File: config.mk
export PLATFORM = sky130hd
export DESIGN_NAME = sovm_regs
export DESIGN_NICKNAME = d
export VERILOG_FILES = /design/src/include/sovm_pkg.sv /design/src/rtl/sovm_sync.sv /design/src/rtl/sovm_regs.sv
export VERILOG_INCLUDE_DIRS = /design/src /design/src/include
export SDC_FILE = /design/constraint.sdc
export NUM_CORES = 1
export LEC_CHECK = 0
export BUFFER_PORTS_ARGS = -buffer_cell sky130_fd_sc_hd__buf_2
export CAP_MARGIN = 20
export CORE_MARGIN = 2
export CORE_UTILIZATION = 44
export DETAILED_ROUTE_END_ITERATION = 8
export PLACE_DENSITY = 0.84
export SLEW_MARGIN = 20
export SYNTH_ARGS = -nofsm -noshare
export SYNTH_HDL_FRONTEND = slang
export SYNTH_SLANG_ARGS = --single-unit
File: constraint.sdc
create_clock -name pclk -period 1.96 [get_ports pclk]
set_input_delay 0.392 -clock pclk [delete_from_list [all_inputs] [get_ports pclk]]
set_output_delay 0.392 -clock pclk [all_outputs]
set_load 0.01 [all_outputs]
File: src/include/sovm_defs.svh
// Offsets, field positions, reset values, the options write mask and the power read mask of the options and power monitor registers
`ifndef SOVM_DEFS_SVH
`define SOVM_DEFS_SVH

`define SOVM_OFF_OPTIONS      12'h000
`define SOVM_OFF_POWER        12'h004
`define SOVM_OFF_OPTIONS_TWO  12'h008
`define SOVM_OFF_IRQ_STATUS   12'h00C
`define SOVM_OFF_IRQ_MASK     12'h010

`define SOVM_OPT_WDT_HI       7
`define SOVM_OPT_WDT_LO       6
`define SOVM_OPT_STOP         5
`define SOVM_OPT_RSVD         4
`define SOVM_OPT_PINSEL       2

`define SOVM_PWR_WFLAG        7
`define SOVM_PWR_WACK         6
`define SOVM_PWR_WIE          5
`define SOVM_PWR_DRE          4
`define SOVM_PWR_DSE          3
`define SOVM_PWR_DE           2
`define SOVM_PWR_BANDGAP_BUFFER_ENABLE         0

`define SOVM_OPT2_WDTCLK      7

`define SOVM_IRQ_WARN         0
`define SOVM_IRQ_DETECT       1
`define SOVM_IRQ_BLOCKED      2
`define SOVM_IRQ_BITS         3

`define SOVM_OPTIONS_RESET    8'hD3
`define SOVM_POWER_RESET      8'h1C
`define SOVM_OPTIONS_TWO_RST  8'h00
`define SOVM_OPTIONS_MASK     8'hF4
`define SOVM_POWER_MASK       8'hBD

`endif

File: src/include/sovm_pkg.sv
// Types shared by the options and power monitor register block
package sovm_pkg;

    typedef enum logic [1:0] {
        SOVM_WRITE_OPEN   = 2'b00,
        SOVM_WRITE_LOCKED = 2'b01
    } sovm_once_e;

    typedef struct packed {
        logic [1:0] timeout_select;
        logic       clock_select;
        logic       stop_permit;
        logic       pin_select;
    } sovm_sysctl_s;

    typedef struct packed {
        logic detect_reset_req;
        logic detect_active;
        logic bandgap_buffer_enable;
        logic warning_irq;
    } sovm_pwrctl_s;

endpackage

File: src/rtl/sovm_sync.sv
// Two-flop synchroniser for a group of asynchronous levels
`timescale 1ns/1ps

module sovm_sync #(
    parameter int WIDTH = 2
) (
    input  wire logic             pclk,     // Bus clock
    input  wire logic             presetn,  // Async reset, low
    input  wire logic [WIDTH-1:0] async_in, // Level from another domain
    output logic      [WIDTH-1:0] sync_out  // Level in pclk domain
);

    logic [WIDTH-1:0] meta;

    // First stage is read only by the second stage
    always_ff @(posedge pclk or negedge presetn) begin
        if (!presetn) begin
            meta     <= '0;
            sync_out <= '0;
        end else begin
            meta     <= async_in;
            sync_out <= meta;
        end
    end

endmodule // sovm_sync

File: src/rtl/sovm_regs.sv
// Write-once system options and low-voltage monitor registers behind APB
//
// Behaviour
// - Options register accepts only first write after reset
// - Reserved bit 4 stores value, no effect
// - Timeout bits with clock select choose watchdog period
// - Stop without permit forces illegal-opcode reset
// - Pin select routes two-wire pins A or B
// - Warning flag sticky, shows present or past warning
// - Flag sets on warning, including right after reset
// - Acknowledge clears flag only if warning gone
// - Interrupt enable requests interrupt while flag set
// - Detect reset enable forces reset on enabled detect
// - Stop enable keeps detection alive in stop
// - Detect enable gates all detect logic
// - Bandgap buffer enable drives reference buffer
//
// Design decisions made here: the APB slave port and the register addresses.
`timescale 1ns/1ps
`include "sovm_defs.svh"

module sovm_regs (
    input  wire logic        pclk,              // APB clock, 25 MHz
    input  wire logic        presetn,           // Async reset, low
    input  wire logic        psel,              // APB select
    input  wire logic        penable,           // APB access phase
    input  wire logic        pwrite,            // APB write
    input  wire logic [11:0] paddr,             // APB byte address
    input  wire logic [31:0] pwdata,            // APB write data
    input  wire logic [3:0]  pstrb,             // APB byte strobes
    output logic             pready,            // APB ready
    output logic      [31:0] prdata,            // APB read data
    output logic             pslverr,           // APB error, unmapped
    input  wire logic        warning_level,     // Async supply below warning point
    input  wire logic        detect_level,      // Async supply below detect point
    input  wire logic        stop_request,      // CPU executes stop
    input  wire logic        in_stop,           // Device is in stop mode
    output logic             stop_enter,        // Stop may proceed
    output logic             illegal_op_reset,  // Forced reset, stop not permitted
    output logic             detect_reset,      // Reset from low-voltage detect
    output logic             detect_on,         // Detect circuit powered
    output logic             bandgap_buffer_enable, // Reference buffer on
    output logic [1:0]       watchdog_timeout_select, // Watchdog period select
    output logic             watchdog_clock_select,   // Watchdog clock select
    output logic             two_wire_pin_select,     // 0 port A, 1 port B
    output logic             sda_on_port_a_pin_2,     // Data routed to port A pin 2
    output logic             scl_on_port_a_pin_3,     // Clock routed to port A pin 3
    output logic             sda_on_port_b_pin_6,     // Data routed to port B pin 6
    output logic             scl_on_port_b_pin_7,     // Clock routed to port B pin 7
    output logic             warning_irq,       // Warning interrupt request
    output logic             irq                // Summary interrupt, level
);

    // Register storage
    logic [7:0]       options;
    logic [7:0]       power;
    logic [7:0]       options_two;
    logic [`SOVM_IRQ_BITS-1:0] irq_status;
    logic [`SOVM_IRQ_BITS-1:0] irq_mask;
    sovm_pkg::sovm_once_e options_state;
    sovm_pkg::sovm_once_e power_state;
    logic             low_voltage_warning_flag;
    logic             warning_interrupt_enable;
    logic             detect_reset_enable;
    logic             detect_stop_enable;
    logic             detect_enable;
    logic             bandgap_buffer_bit;

    // Control bundles towards the rest of the device
    sovm_pkg::sovm_sysctl_s sysctl;
    sovm_pkg::sovm_pwrctl_s pwrctl;

    // Monitor levels in the bus clock domain
    logic [1:0]       levels_sync;
    logic             warn_s;
    logic             detect_s;
    logic             warn_prev;
    logic             detect_prev;

    // Bus decode, one write strobe per register
    logic             wr_en;
    logic             rd_en;
    logic             hit;
    logic [7:0]       wbyte;
    logic             options_wr;
    logic             options_two_wr;
    logic             power_wr;
    logic             status_wr;
    logic             mask_wr;

    // Events and derived controls
    logic             warn_event;
    logic             detect_event;
    logic             detect_armed;
    logic             stop_blocked;
    logic [`SOVM_IRQ_BITS-1:0] irq_event;
    logic [`SOVM_IRQ_BITS-1:0] next_irq_status;
    logic [31:0]      next_prdata;

    localparam logic [7:0] power_reset_value = `SOVM_POWER_RESET;

    // Exact match on the whole byte address, so no register has an alias
    function automatic logic sel(input logic [11:0] addr, input logic [11:0] off);
        return addr == off;
    endfunction

    // Anything outside these five words answers with an error
    function automatic logic is_mapped(input logic [11:0] addr);
        return sel(addr, `SOVM_OFF_OPTIONS) || sel(addr, `SOVM_OFF_POWER) ||
               sel(addr, `SOVM_OFF_OPTIONS_TWO) || sel(addr, `SOVM_OFF_IRQ_STATUS) ||
               sel(addr, `SOVM_OFF_IRQ_MASK);
    endfunction

    // Every access finishes in its first access cycle
    assign pready  = 1'b1;
    assign hit     = is_mapped(paddr);
    assign wr_en   = psel && penable && pwrite && hit && pstrb[0];
    assign rd_en   = psel && !penable && !pwrite;
    assign pslverr = psel && penable && !hit;
    assign wbyte   = pwdata[7:0];

    // Registers are one byte wide; the upper write lanes are ignored
    assign options_wr     = wr_en && sel(paddr, `SOVM_OFF_OPTIONS);
    assign options_two_wr = wr_en && sel(paddr, `SOVM_OFF_OPTIONS_TWO);
    assign power_wr       = wr_en && sel(paddr, `SOVM_OFF_POWER);
    assign status_wr      = wr_en && sel(paddr, `SOVM_OFF_IRQ_STATUS);
    assign mask_wr        = wr_en && sel(paddr, `SOVM_OFF_IRQ_MASK);

    // Monitor levels come from the analog side, asynchronous to the bus clock
    sovm_sync #(
        .WIDTH(2)
    ) sovm_sync_i (
        .pclk     (pclk),
        .presetn  (presetn),
        .async_in ({detect_level, warning_level}),
        .sync_out (levels_sync)
    );

    // Bit 0 carries the warning level, bit 1 the detect level
    assign warn_s   = levels_sync[0];
    assign detect_s = levels_sync[1];

    // Levels already high at reset release still give an event, since prev resets to zero
    always_ff @(posedge pclk or negedge presetn) begin
        if (!presetn) begin
            warn_prev   <= 1'b0;
            detect_prev <= 1'b0;
        end else begin
            warn_prev   <= warn_s;
            detect_prev <= detect_s;
        end
    end

    assign warn_event = warn_s && !warn_prev;

    // Detect is gated by enable and, in stop, by stop enable
    assign detect_armed = power[`SOVM_PWR_DE] && (!in_stop || power[`SOVM_PWR_DSE]);
    assign detect_event = detect_armed && detect_s && !detect_prev;

    // Options register: write-once; reserved bit stored but drives nothing
    always_ff @(posedge pclk or negedge presetn) begin
        if (!presetn) begin
            options <= `SOVM_OPTIONS_RESET;
        end else if (options_wr && options_state == sovm_pkg::SOVM_WRITE_OPEN) begin
            options <= wbyte & `SOVM_OPTIONS_MASK;
        end
    end

    // Any write closes the register, even one repeating the reset settings,
    // so a stray write later cannot move the watchdog timeout or the stop permit
    always_ff @(posedge pclk or negedge presetn) begin
        if (!presetn) begin
            options_state <= sovm_pkg::SOVM_WRITE_OPEN;
        end else if (options_wr) begin
            options_state <= sovm_pkg::SOVM_WRITE_LOCKED;
        end
    end

    // Watchdog clock select lives in the second options register, always writable
    always_ff @(posedge pclk or negedge presetn) begin
        if (!presetn) begin
            options_two <= `SOVM_OPTIONS_TWO_RST;
        end else if (options_two_wr) begin
            options_two <= wbyte & 8'h80;
        end
    end

    // Power controls that software may change at any time
    always_ff @(posedge pclk or negedge presetn) begin
        if (!presetn) begin
            warning_interrupt_enable <= power_reset_value[`SOVM_PWR_WIE];
            detect_stop_enable       <= power_reset_value[`SOVM_PWR_DSE];
            bandgap_buffer_bit       <= power_reset_value[`SOVM_PWR_BANDGAP_BUFFER_ENABLE];
        end else if (power_wr) begin
            warning_interrupt_enable <= wbyte[`SOVM_PWR_WIE];
            detect_stop_enable       <= wbyte[`SOVM_PWR_DSE];
            bandgap_buffer_bit       <= wbyte[`SOVM_PWR_BANDGAP_BUFFER_ENABLE];
        end
    end

    // First power write fixes supervision, so a runaway program cannot drop it
    always_ff @(posedge pclk or negedge presetn) begin
        if (!presetn) begin
            detect_reset_enable <= power_reset_value[`SOVM_PWR_DRE];
            detect_enable       <= power_reset_value[`SOVM_PWR_DE];
            power_state         <= sovm_pkg::SOVM_WRITE_OPEN;
        end else if (power_wr && power_state == sovm_pkg::SOVM_WRITE_OPEN) begin
            detect_reset_enable <= wbyte[`SOVM_PWR_DRE];
            detect_enable       <= wbyte[`SOVM_PWR_DE];
            power_state         <= sovm_pkg::SOVM_WRITE_LOCKED;
        end
    end

    // Set wins over acknowledge; acknowledge fails while warning present
    always_ff @(posedge pclk or negedge presetn) begin
        if (!presetn) begin
            low_voltage_warning_flag <= power_reset_value[`SOVM_PWR_WFLAG];
        end else if (warn_event) begin
            low_voltage_warning_flag <= 1'b1;
        end else if (power_wr && wbyte[`SOVM_PWR_WACK] && !warn_s) begin
            low_voltage_warning_flag <= 1'b0;
        end
    end

    // Acknowledge is write-only and bit 1 is unused; both read as zero
    always_comb begin
        power                  = 8'h00;
        power[`SOVM_PWR_WFLAG] = low_voltage_warning_flag;
        power[`SOVM_PWR_WIE]   = warning_interrupt_enable;
        power[`SOVM_PWR_DRE]   = detect_reset_enable;
        power[`SOVM_PWR_DSE]   = detect_stop_enable;
        power[`SOVM_PWR_DE]    = detect_enable;
        power[`SOVM_PWR_BANDGAP_BUFFER_ENABLE]  = bandgap_buffer_bit;
    end

    // A stop without permit is refused and also recorded as a status event
    assign stop_blocked = stop_request && !options[`SOVM_OPT_STOP];

    assign irq_event[`SOVM_IRQ_WARN]    = warn_event;
    assign irq_event[`SOVM_IRQ_DETECT]  = detect_event;
    assign irq_event[`SOVM_IRQ_BLOCKED] = stop_blocked;

    // An event in the cycle of its clear keeps the bit, so none is ever lost
    for (genvar i = 0; i < `SOVM_IRQ_BITS; i++) begin : g_status
        assign next_irq_status[i] = irq_event[i] || (irq_status[i] && !(status_wr && wbyte[i]));
    end

    // Status bits take their next value every cycle
    always_ff @(posedge pclk or negedge presetn) begin
        if (!presetn) begin
            irq_status <= '0;
        end else begin
            irq_status <= next_irq_status;
        end
    end

    // Mask has the layout of the status register; a one lets the bit through
    always_ff @(posedge pclk or negedge presetn) begin
        if (!presetn) begin
            irq_mask <= '0;
        end else if (mask_wr) begin
            irq_mask <= wbyte[`SOVM_IRQ_BITS-1:0];
        end
    end

    // Read data registered in setup, stable through access phase
    always_comb begin
        next_prdata = 32'h0000_0000;
        if (sel(paddr, `SOVM_OFF_OPTIONS)) begin
            next_prdata[7:0] = options;
        end else if (sel(paddr, `SOVM_OFF_POWER)) begin
            next_prdata[7:0] = power & `SOVM_POWER_MASK;
        end else if (sel(paddr, `SOVM_OFF_OPTIONS_TWO)) begin
            next_prdata[7:0] = options_two;
        end else if (sel(paddr, `SOVM_OFF_IRQ_STATUS)) begin
            next_prdata[`SOVM_IRQ_BITS-1:0] = irq_status;
        end else if (sel(paddr, `SOVM_OFF_IRQ_MASK)) begin
            next_prdata[`SOVM_IRQ_BITS-1:0] = irq_mask;
        end
    end

    always_ff @(posedge pclk or negedge presetn) begin
        if (!presetn) begin
            prdata <= 32'h0000_0000;
        end else if (rd_en) begin
            prdata <= next_prdata;
        end
    end

    // System option bundle; reserved bit 4 is deliberately left out
    always_comb begin
        sysctl.timeout_select = options[`SOVM_OPT_WDT_HI:`SOVM_OPT_WDT_LO];
        sysctl.clock_select   = options_two[`SOVM_OPT2_WDTCLK];
        sysctl.stop_permit    = options[`SOVM_OPT_STOP];
        sysctl.pin_select     = options[`SOVM_OPT_PINSEL];
    end

    // Power control bundle
    always_comb begin
        pwrctl.detect_active  = detect_armed;
        pwrctl.detect_reset_req      = detect_event && power[`SOVM_PWR_DRE];
        pwrctl.bandgap_buffer_enable = power[`SOVM_PWR_BANDGAP_BUFFER_ENABLE];
        pwrctl.warning_irq    = power[`SOVM_PWR_WIE] && power[`SOVM_PWR_WFLAG];
    end

    // Stop outcome registered, exactly one of the two pulses follows a stop
    always_ff @(posedge pclk or negedge presetn) begin
        if (!presetn) begin
            illegal_op_reset <= 1'b0;
            stop_enter       <= 1'b0;
        end else begin
            illegal_op_reset <= stop_blocked;
            stop_enter       <= stop_request && sysctl.stop_permit;
        end
    end

    // Detect reset registered so it is glitch free; one cycle long since the
    // event is an edge, the reset controller stretches it
    always_ff @(posedge pclk or negedge presetn) begin
        if (!presetn) begin
            detect_reset <= 1'b0;
        end else begin
            detect_reset <= pwrctl.detect_reset_req;
        end
    end

    // Register fields drive the rest of the device directly
    assign detect_on               = pwrctl.detect_active;
    assign bandgap_buffer_enable   = pwrctl.bandgap_buffer_enable;
    assign watchdog_timeout_select = sysctl.timeout_select;
    assign watchdog_clock_select   = sysctl.clock_select;
    assign two_wire_pin_select     = sysctl.pin_select;
    assign sda_on_port_a_pin_2     = !sysctl.pin_select;
    assign scl_on_port_a_pin_3     = !sysctl.pin_select;
    assign sda_on_port_b_pin_6     = sysctl.pin_select;
    assign scl_on_port_b_pin_7     = sysctl.pin_select;

    // Interrupt requests are levels, held until software clears the cause
    assign warning_irq             = pwrctl.warning_irq;
    assign irq                     = |(irq_status & irq_mask);

endmodule // sovm_regs

==> results of run 1 <==
## sequential cells by signal (all words and copies together) (netlist names), 2 cells and up
register and cells:
sovm_sync_i.sync_out 2, irq_status 3, prdata 8, sovm_sync_i.meta 2
options 6, irq_mask 3
## worst reg2reg max path, cell delays in order (launching register included)
cell and delay, ns:
dfstp_2 0.54, inv_1 0.04, a21boi_0 0.22, and3b_1 0.22
and2_1 0.12
## metal layers
| metal | share of wire | track usage | vias up |
|---|---|---|---|
| li1 | - | - | 653 |
| met1 | 0.44 | 0.210 | 654 |
| met2 | 0.48 | 0.257 | 57 |
| met3 | 0.063 | 0.0523 | 9 |
| met4 | 0.016 | 0.0632 | 0 |
| met5 | 0 | 0 | - |
## worst max-delay path by stage
stage | start | endpoint | slack (ns) | cells past startpoint
global route | paddr[11] | pslverr | -0.01 | 6
detailed placement | paddr[11] | warning_interrupt_enable | -0.18 | 5
global placement | paddr[11] | prdata[5] | -0.18 | 5
floorplan | paddr[11] | prdata[4] | 0.0002 | 4
CTS | paddr[8] | pslverr | 0.02 | 6
finish | paddr[11] | prdata[5] | 0.007 | 6
## cell type report
type                    instances  area (um^2)  area share
clock buffers                   8          110      0.0483
inverters                       6         22.5     0.00988
multi-input cells             113          758       0.333
flip-flops and latches         38          960       0.421
well taps                      50         62.6      0.0274
repair buffers                 64          367       0.161
## cells by family after synthesis
group | count (synthesis) | share of synthesized area
multiplexers | 15 | 0.0902
AO/OA/AOI/OAI | 26 | 0.0963
buffers and inverters | 39 | 0.140
flip-flops | 38 | 0.513
AND/OR/NAND/NOR | 47 | 0.157
other | 2 | 0.00401
## cells in the mapped netlist
cell,number,area [um^2]
nor3_4,1,16.3
a21oi_1,4,20.0
or4b_4,1,13.8
a221o_1,2,20.0
and3b_1,1,8.76
or4_1,1,7.51
nor2b_1,1,6.26
o2bb2ai_1,1,8.76
or2_2,1,6.26
dfstp_2,7,184
or4_4,1,11.3
dfrtp_1,31,776
nor3b_1,1,7.51
or3_2,1,7.51
o21ai_0,6,30.0
nand3_1,4,20.0
nor2_1,6,22.5
nand4_1,2,12.5
a21o_1,4,30.0
nand3b_1,1,7.51
buf_4,30,225
inv_1,6,22.5
clkbuf_1,1,3.75
nand2_1,8,30.0
a22o_1,3,26.3
nand2b_1,1,6.26
a21boi_0,2,15.0
nor3b_4,1,18.8
a222oi_1,1,10.0
mux2_2,15,169
nor3_1,2,10.0
a31oi_1,2,12.5
nor4_1,2,12.5
buf_2,2,10.0
conb_1,2,7.51
a22oi_1,1,7.51
and3_1,4,25.0
and2_1,7,43.8
## through the flow
stage / power (W) / instances / TNS (ns)
floorplan: 0.000893 / 190 / 0
global placement: 0.000915 / 270 / -1.99
detailed placement: 0.000918 / 270 / -2.24
CTS: 0.00155 / 278 / 0
global route: 0.00161 / 279 / -0.0365
finish: 0.00153 / 279 / 0
## power by group
part / internal, W / switching (W)
clock network: 0.000355 / 0.000266
logic: 0.0000405 / 0.0000743
registers: 0.000792 / 0.00000245
total: 0.00119 / 0.000343
## what timing repair did
| item | in CTS | in global routing |
|---|---|---|
| pin swaps | 2 | 4 |
| gates resized for setup | 4 | 4 |
| endpoints found under the setup margin | 1 | 1 |
| setup buffers | 0 | 1 |
==> impl_metrics.py, run 1 <==
metrics = {
    "outcome": {
        "outcome": "complete, no violations",
    },
    "placed_design": {
        "dp_slack_ns": -0.179,
        "hpwlAfterDp_mm": 2.89,
        "place_area_um2": 2120,
        "place.gp.congestion": 0.927,
        "io_buffers": 53,
    },
    "timing": {
        "fin_crit_sh": 0.996,
        "setup_violations": 0,
        "finClkSkew_ns": 0.00845,
        "grt_setup_unrepaired": "true",
        "finalHoldWorstSlack_ns": 0.126,
        "hold_violations": 0,
        "post-route-min-period_ns": 1.95,
        "fin_ws_ns": 0.00742,
        "maxSlewViolCount": 0,
        "fmax_ghz": 0.512,
    },
    "layout": {
        "post-route-util": 0.562,
        "areaGrowthSynthToFinish_pct": 21.8,
        "drive_gt1_frac": 0.454,
        "layout_commonest_cell": "buf_2",
        "final_cell_area_um2": 2280,
        "nets": 285,
        "final_cell_mix": "buf_2 (52), dfrtp_1 (31), conb_1 (25), mux2_2 (15), buf_4 (10)",
        "nFillCells": 383,
        "antenna_cells": 0,
    },
    "power_and_ir_drop": {
        "p_leak_nw": 1.20,
        "ir_drop_mv": 0.468,
        "powerDensity_nw_per_um2": 672,
    },
    "grt": {
        "antenna_found_initial": 0,
        "grt-ovfl-total": 0,
        "grt_max_degree": 39,
        "grt_usage": 0.164,
        "grt_first_pass_wirelength_mm": 6.12,
        "grt_pass1_vias": 1328,
    },
    "clock_network": {
        "clock_latency_ns": 0.30,
        "cts_tree": "done",
        "numCtsBuffers": 5,
        "cts_root_buf": "clkbuf_8",
        "cts.sinks": 38,
        "postCtsHoldBufs": 0,
        "clk_pin_slew_ns": 0.08,
        "clk_path_buf_depth": 2,
        "cts_max_level": 2,
    },
    "synthesis": {
        "yosys_warnings": 0,
        "ys_seq_elements": 38,
        "synth_area_um2": 1870,
        "synthCells": 167,
        "ys_types": 38,
        "syn_area_per_cell_um2": 11.2,
        "yosysSeqAreaShare": 0.513,
    },
    "worst_setup_path": {
        "rr_startpoint": "detect_stop_enable",
        "cp_num_buf_inv": 2,
        "timing.rr.end": "detect_reset",
        "critical_path.top_delay_family": "simple AND/OR/NAND/NOR gates",
        "cp.arrival_ns": 2.18,
        "required_ns": 2.19,
        "cp_slowest_cell": "or4_4",
        "critPathLaunchType": "input pin",
        "crit_fanout": 3,
        "cp_cell_sequence": "buf_6 -> or4_4 -> buf_12 -> or4b_4 -> nor3b_4 -> a221o_1",
        "r2r_setup_slack_ns": 0.76,
        "path_class": "input pin to flip-flop",
        "endpoint_kind": "flip-flop",
        "ff2ff_path_depth": 4,
        "cpPeakStageDelay_ns": 0.57,
    },
    "detailed_routing": {
        "drtAntennaViolNets": 0,
        "drt_iter0_markers": 103,
        "num_vias": 1373,
        "vias_per_cell": 4.92,
        "wl_per_cell_um": 13.4,
        "finalWirelength_mm": 3.75,
        "drt_pre_antenna_iters": 4,
        "drc_errors": 0,
    },
    "floorplanning": {
        "fp-row-count": 23,
        "coreArea_um2": 4060,
        "fp.dieArea_um2": 4790,
        "io_pins": 106,
        "die_h_um": 69.2,
        "die_w_um": 69.2,
        "initial_core_util": 0.461,
    },
    "run": {
        "drv_cap": 0,
    },
    "worst_hold_path": {
        "hp-class": "input pin to async pin",
    },
}
No activity file was read; power rests on OpenSTA's default activity.
==> run 2, diff against run 1 <==
==> constraint.sdc (replaced) <==
create_clock -name pclk -period 1.96 [get_ports pclk]
set_input_delay 0.392 -clock pclk [delete_from_list [all_inputs] [get_ports pclk]]
set_output_delay 0.392 -clock pclk [all_outputs]
set_load 0.005 [all_outputs]
==> run 2 against run 1 <==
Effect of this change: final cell count did not move; final area fell by 0.99%; combinational power fell by 13%; die area did not move; hold slack barely moved; clock-buffer cell count did not move; sequential power barely moved; clock skew barely moved; utilization fell by 0.56 points; critical path type unchanged; largest cell class unchanged; highest routed layer unchanged.
==> impl_metrics.py, run 2 (same netlist as run 1, synthesis figures left out) <==
metrics = {
    "worst_setup_path": {
        "rr_startpoint": "detect_stop_enable",
        "endpoint_kind": "flip-flop",
        "startpoint": "paddr[11]",
        "required_ns": 2.19,
        "critPathLaunchType": "input pin",
        "path_class": "input pin to flip-flop",
        "crit_fanout": 3,
        "cp.arrival_ns": 2.19,
    },
    "detailed_routing": {
        "drtAntennaViolNets": 0,
        "vias_per_cell": 4.89,
        "wl_per_cell_um": 13.4,
        "drt_pre_antenna_iters": 4,
        "drc_errors": 0,
        "finalWirelength_mm": 3.74,
        "num_vias": 1364,
        "drt_iter0_markers": 71,
    },
    "layout": {
        "largest_reg_flops": 8,
        "antenna_cells": 0,
        "drive_gt1_frac": 0.450,
        "layout_commonest_cell": "buf_2",
        "final_cell_mix": "buf_2 (53), dfrtp_1 (31), conb_1 (25), mux2_2 (15), buf_4 (11)",
        "post-route-util": 0.556,
        "nets": 285,
        "reg.largest.list": "prdata x8, options x6",
        "final_cell_area_um2": 2260,
        "top_register": "prdata",
        "areaGrowthSynthToFinish_pct": 20.6,
    },
    "placed_design": {
        "place_area_um2": 2120,
        "place.gp.congestion": 0.927,
        "io_buffers": 53,
        "hpwlAfterDp_mm": 2.89,
        "dp_slack_ns": -0.179,
    },
    "grt": {
        "grtUsageMet2": 0.255,
        "top_usage_layer": "met2",
        "met3_usage": 0.0523,
        "grt_max_degree": 39,
        "grt-ovfl-total": 0,
        "use_met1": 0.210,
        "grt_pass1_vias": 1319,
        "antenna_found_initial": 0,
        "grt_first_pass_wirelength_mm": 6.09,
        "grt_usage": 0.163,
    },
    "floorplanning": {
        "io_pins": 106,
        "die_w_um": 69.2,
        "fp.dieArea_um2": 4790,
        "die_h_um": 69.2,
        "initial_core_util": 0.461,
        "coreArea_um2": 4060,
        "fp-row-count": 23,
    },
    "run": {
        "drv_cap": 0,
    },
    "timing": {
        "hold_violations": 0,
        "setup_violations": 0,
        "grt_setup_unrepaired": "true",
        "maxSlewViolCount": 0,
        "finClkSkew_ns": 0.00804,
        "fmax_ghz": 0.511,
        "fin_crit_sh": 0.998,
        "fin_ws_ns": 0.00360,
        "post-route-min-period_ns": 1.96,
    },
    "clock_network": {
        "clock_latency_ns": 0.30,
        "postCtsHoldBufs": 0,
        "numCtsBuffers": 5,
        "cts.sinks": 38,
        "clk_pin_slew_ns": 0.08,
        "cts_tree": "done",
        "cts_max_level": 2,
        "cts_root_buf": "clkbuf_8",
        "clk_path_buf_depth": 2,
    },
    "power_and_ir_drop": {
        "total_power_w": 0.00152,
        "p_leak_nw": 1.20,
        "powerDensity_nw_per_um2": 672,
        "ir_drop_mv": 0.467,
    },
    "worst_hold_path": {
        "hp-class": "input pin to async pin",
    },
    "outcome": {
        "outcome": "complete, no violations",
    },
}
run 2: cell types whose count changed in the layout (fill, tap and decap cells not counted):
cell,change
buf_6,-1
buf_4,+1
o21ai_1,+1
o21ai_2,-1
buf_12,-1
buf_2,+1
run 2: metrics by stage:
step | TNS (ns) | instances | hold WS (ns)
6_report | 0 | 279 | 0.125
5_1_grt | -0.0921 | 279 | 0.154
4_1_cts | 0 | 278 | 0.139
3_5_place_dp | -2.23 | 270 | 0.336
3_3_place_gp | -1.98 | 270 | 0.333
2_1_floorplan | 0 | 190 | 0.0964
run 2: per-layer routing:
metal | wire (um) | share of wire | up-vias
li1 | - | - | 653
met1 | 1650 | 0.44 | 645
met2 | 1780 | 0.48 | 59
met3 | 250 | 0.067 | 7
met4 | 57 | 0.015 | 0
met5 | 0 | 0 | -
run 2: layout make-up:
| type | count | area [um^2] |
|---|---|---|
| fillers | 386 | 1800 |
| well taps | 50 | 62.6 |
| repair buffers | 64 | 348 |
| inverters | 6 | 22.5 |
| clock buffers | 8 | 110 |
| flip-flops and latches | 38 | 960 |
| multi-input cells | 113 | 754 |
run 2: path summary, 6_finish.rpt:
check / endpoint / slack [ns] / depth (start not counted)
worst max-delay path: prdata[5] / 0.004 / 6
worst min-delay path: prdata[0] / 0.13 / 2
worst max register to register: detect_reset / 0.76 / 4
worst min register to register: sovm_sync_i.sync_out[1] / 0.35 / 0
max in group asynchronous: options[6] / 1.47 / 2
min in group pclk: sovm_sync_i.meta[1] / 0.20 / 1
run 2: where the power goes:
part	total (W)	switching, W	leakage [nW]	internal, W
sequential	0.000795	0.00000245	0.473	0.000792
combinational	0.000100	0.0000625	0.664	0.0000380
clock	0.000622	0.000267	0.0575	0.000355
total	0.00152	0.000332	1.20	0.00119
run 2: critical path, cell delays in order:
cell     delay [ns]
buf_2          0.10
or4_4          0.55
buf_4          0.17
or4b_4         0.55
nor3b_4        0.25
a221o_1        0.19
run 2: what timing repair did:
| action | CTS | global route |
|---|---|---|
| pin swaps | 2 | 4 |
| hold endpoints to repair | 0 | 0 |
| gates resized for setup | 2 | 4 |
| setup endpoints to repair | 1 | 1 |
| setup buffers | 0 | 1 |
==> run 3, diff against run 2 <==
--- a/config.mk
+++ b/config.mk
@@ -11,6 +11,7 @@
 export CORE_MARGIN = 2
 export CORE_UTILIZATION = 44
 export DETAILED_ROUTE_END_ITERATION = 8
+export HOLD_SLACK_MARGIN = 0.15
 export PLACE_DENSITY = 0.84
 export SLEW_MARGIN = 20
 export SYNTH_ARGS = -nofsm -noshare
==> run 3 against run 2 <==
Effect of this change: clock power about the same; utilization increased by 0.25 points; critical endpoint unchanged; first-iteration DRC count increased by 8.5%; register-to-register slack about the same.
==> impl_metrics.py, run 3 (same netlist as run 1, synthesis figures left out) <==
metrics = {
    "outcome": {
        "outcome": "complete, no violations",
    },
    "clock_network": {
        "cts_tree": "done",
        "clk_pin_slew_ns": 0.07,
        "numCtsBuffers": 5,
        "clock_latency_ns": 0.30,
        "clk_path_buf_depth": 2,
        "cts_max_level": 2,
        "cts.sinks": 38,
        "cts_root_buf": "clkbuf_8",
    },
    "floorplanning": {
        "initial_core_util": 0.461,
        "io_pins": 106,
        "fp-row-count": 23,
        "die_w_um": 69.2,
        "fp.dieArea_um2": 4790,
        "die_h_um": 69.2,
        "coreArea_um2": 4060,
    },
    "run": {
        "drv_cap": 0,
    },
    "layout": {
        "drive_gt1_frac": 0.448,
        "layout_commonest_cell": "buf_2",
        "areaGrowthSynthToFinish_pct": 21.1,
        "reg.largest.list": "prdata x8, options x6",
        "final_cell_mix": "buf_2 (53), dfrtp_1 (31), conb_1 (25), mux2_2 (15), buf_4 (11)",
        "stdcell_count": 280,
        "top_register": "prdata",
        "final_cell_area_um2": 2270,
        "largest_reg_flops": 8,
        "nets": 286,
        "antenna_cells": 0,
    },
    "placed_design": {
        "place_area_um2": 2120,
        "io_buffers": 53,
        "place.gp.congestion": 0.927,
        "hpwlAfterDp_mm": 2.89,
        "placedCellCount": 270,
    },
    "detailed_routing": {
        "vias_per_cell": 4.90,
        "wl_per_cell_um": 13.4,
        "drc_errors": 0,
        "finalWirelength_mm": 3.75,
        "drt_iter0_markers": 77,
        "drtAntennaViolNets": 0,
        "drt_pre_antenna_iters": 4,
        "num_vias": 1371,
    },
    "timing": {
        "grt_setup_unrepaired": "true",
        "finClkSkew_ns": 0.00820,
        "maxSlewViolCount": 0,
        "fin_crit_sh": 0.998,
        "setup_violations": 0,
        "hold_violations": 0,
        "post-route-min-period_ns": 1.96,
        "fmax_ghz": 0.511,
    },
    "power_and_ir_drop": {
        "ir_drop_mv": 0.467,
        "powerDensity_nw_per_um2": 670,
        "total_power_w": 0.00152,
        "p_leak_nw": 1.20,
    },
    "worst_setup_path": {
        "required_ns": 2.19,
        "crit_fanout": 3,
        "cp.arrival_ns": 2.19,
        "path_class": "input pin to flip-flop",
        "critPathLaunchType": "input pin",
        "endpoint_kind": "flip-flop",
    },
    "grt": {
        "grt-ovfl-total": 0,
        "grt_pass1_vias": 1327,
        "grt_first_pass_wirelength_mm": 6.13,
        "grt_usage": 0.164,
        "antenna_found_initial": 0,
        "grt_max_degree": 39,
    },
    "worst_hold_path": {
        "hp-class": "input pin to flip-flop",
    },
}
## run 3: cell types whose count changed in the layout (fill, tap and decap cells not counted)
cell / previous run / this run
dlygate4sd3_1: 0 / 1
## run 3: power by group
group | internal, W | total (W) | switching, W | leakage [nW]
registers | 0.000792 | 0.000795 | 0.00000245 | 0.473
clock network | 0.000355 | 0.000622 | 0.000267 | 0.0575
logic | 0.0000393 | 0.000102 | 0.0000627 | 0.668
## run 3: worst paths after layout
kind | startpoint | cells after the start | to | slack [ns]
worst max-delay path | paddr[11] | 6 | prdata[5] | 0.003
worst min-delay path | detect_level | 1 | sovm_sync_i.meta[1] | 0.20
worst max register to register | detect_stop_enable | 4 | detect_reset | 0.76
worst min register to register | sovm_sync_i.meta[1] | 0 | sovm_sync_i.sync_out[1] | 0.35
max in group asynchronous | presetn | 3 | options[6] | 0.92
min in group asynchronous | presetn | 3 | prdata[0] | 0.68
## run 3: per-layer routing
layer / track usage / up-vias / wire, um
li1: - / 654 / -
met3: 0.0523 / 7 / 243
met2: 0.256 / 60 / 1790
met1: 0.212 / 650 / 1660
met4: 0.0632 / 0 / 57
met5: 0 / - / 0
## run 3: final cells by class
type | count | area, um^2
clock buffers | 8 | 110
fillers | 385 | 1790
inverters | 6 | 22.5
multi-input cells | 113 | 754
flip-flops and latches | 38 | 960
well taps | 50 | 62.6
repair buffers | 65 | 358
## run 3: repair_timing
action,4_1_cts,5_1_grt
resized for setup,2,4
pin swaps,2,4
setup endpoints to repair,1,1
setup buffers,0,1
endpoints found under the hold margin,30,0
hold buffers,1,0
## run 3: critical path, stage by stage
cell and delay, ns:
buf_2 0.10, or4_4 0.55, buf_4 0.17, or4b_4 0.55, nor3b_4 0.25, a221o_1 0.19
## run 3: stage by stage
| stage | hold slack, ns | utilization | setup TNS [ns] | setup WS (ns) |
|---|---|---|---|---|
| floorplan | 0.0964 | - | 0 | 0.000203 |
| detailed placement | 0.336 | 0.523 | -2.23 | -0.179 |
| global placement | 0.333 | 0.523 | -1.98 | -0.183 |
| CTS | 0.194 | 0.554 | 0 | 0.00491 |
| finish | 0.203 | 0.559 | 0 | 0.00312 |
| global route | 0.188 | 0.559 | -0.0921 | -0.0220 |
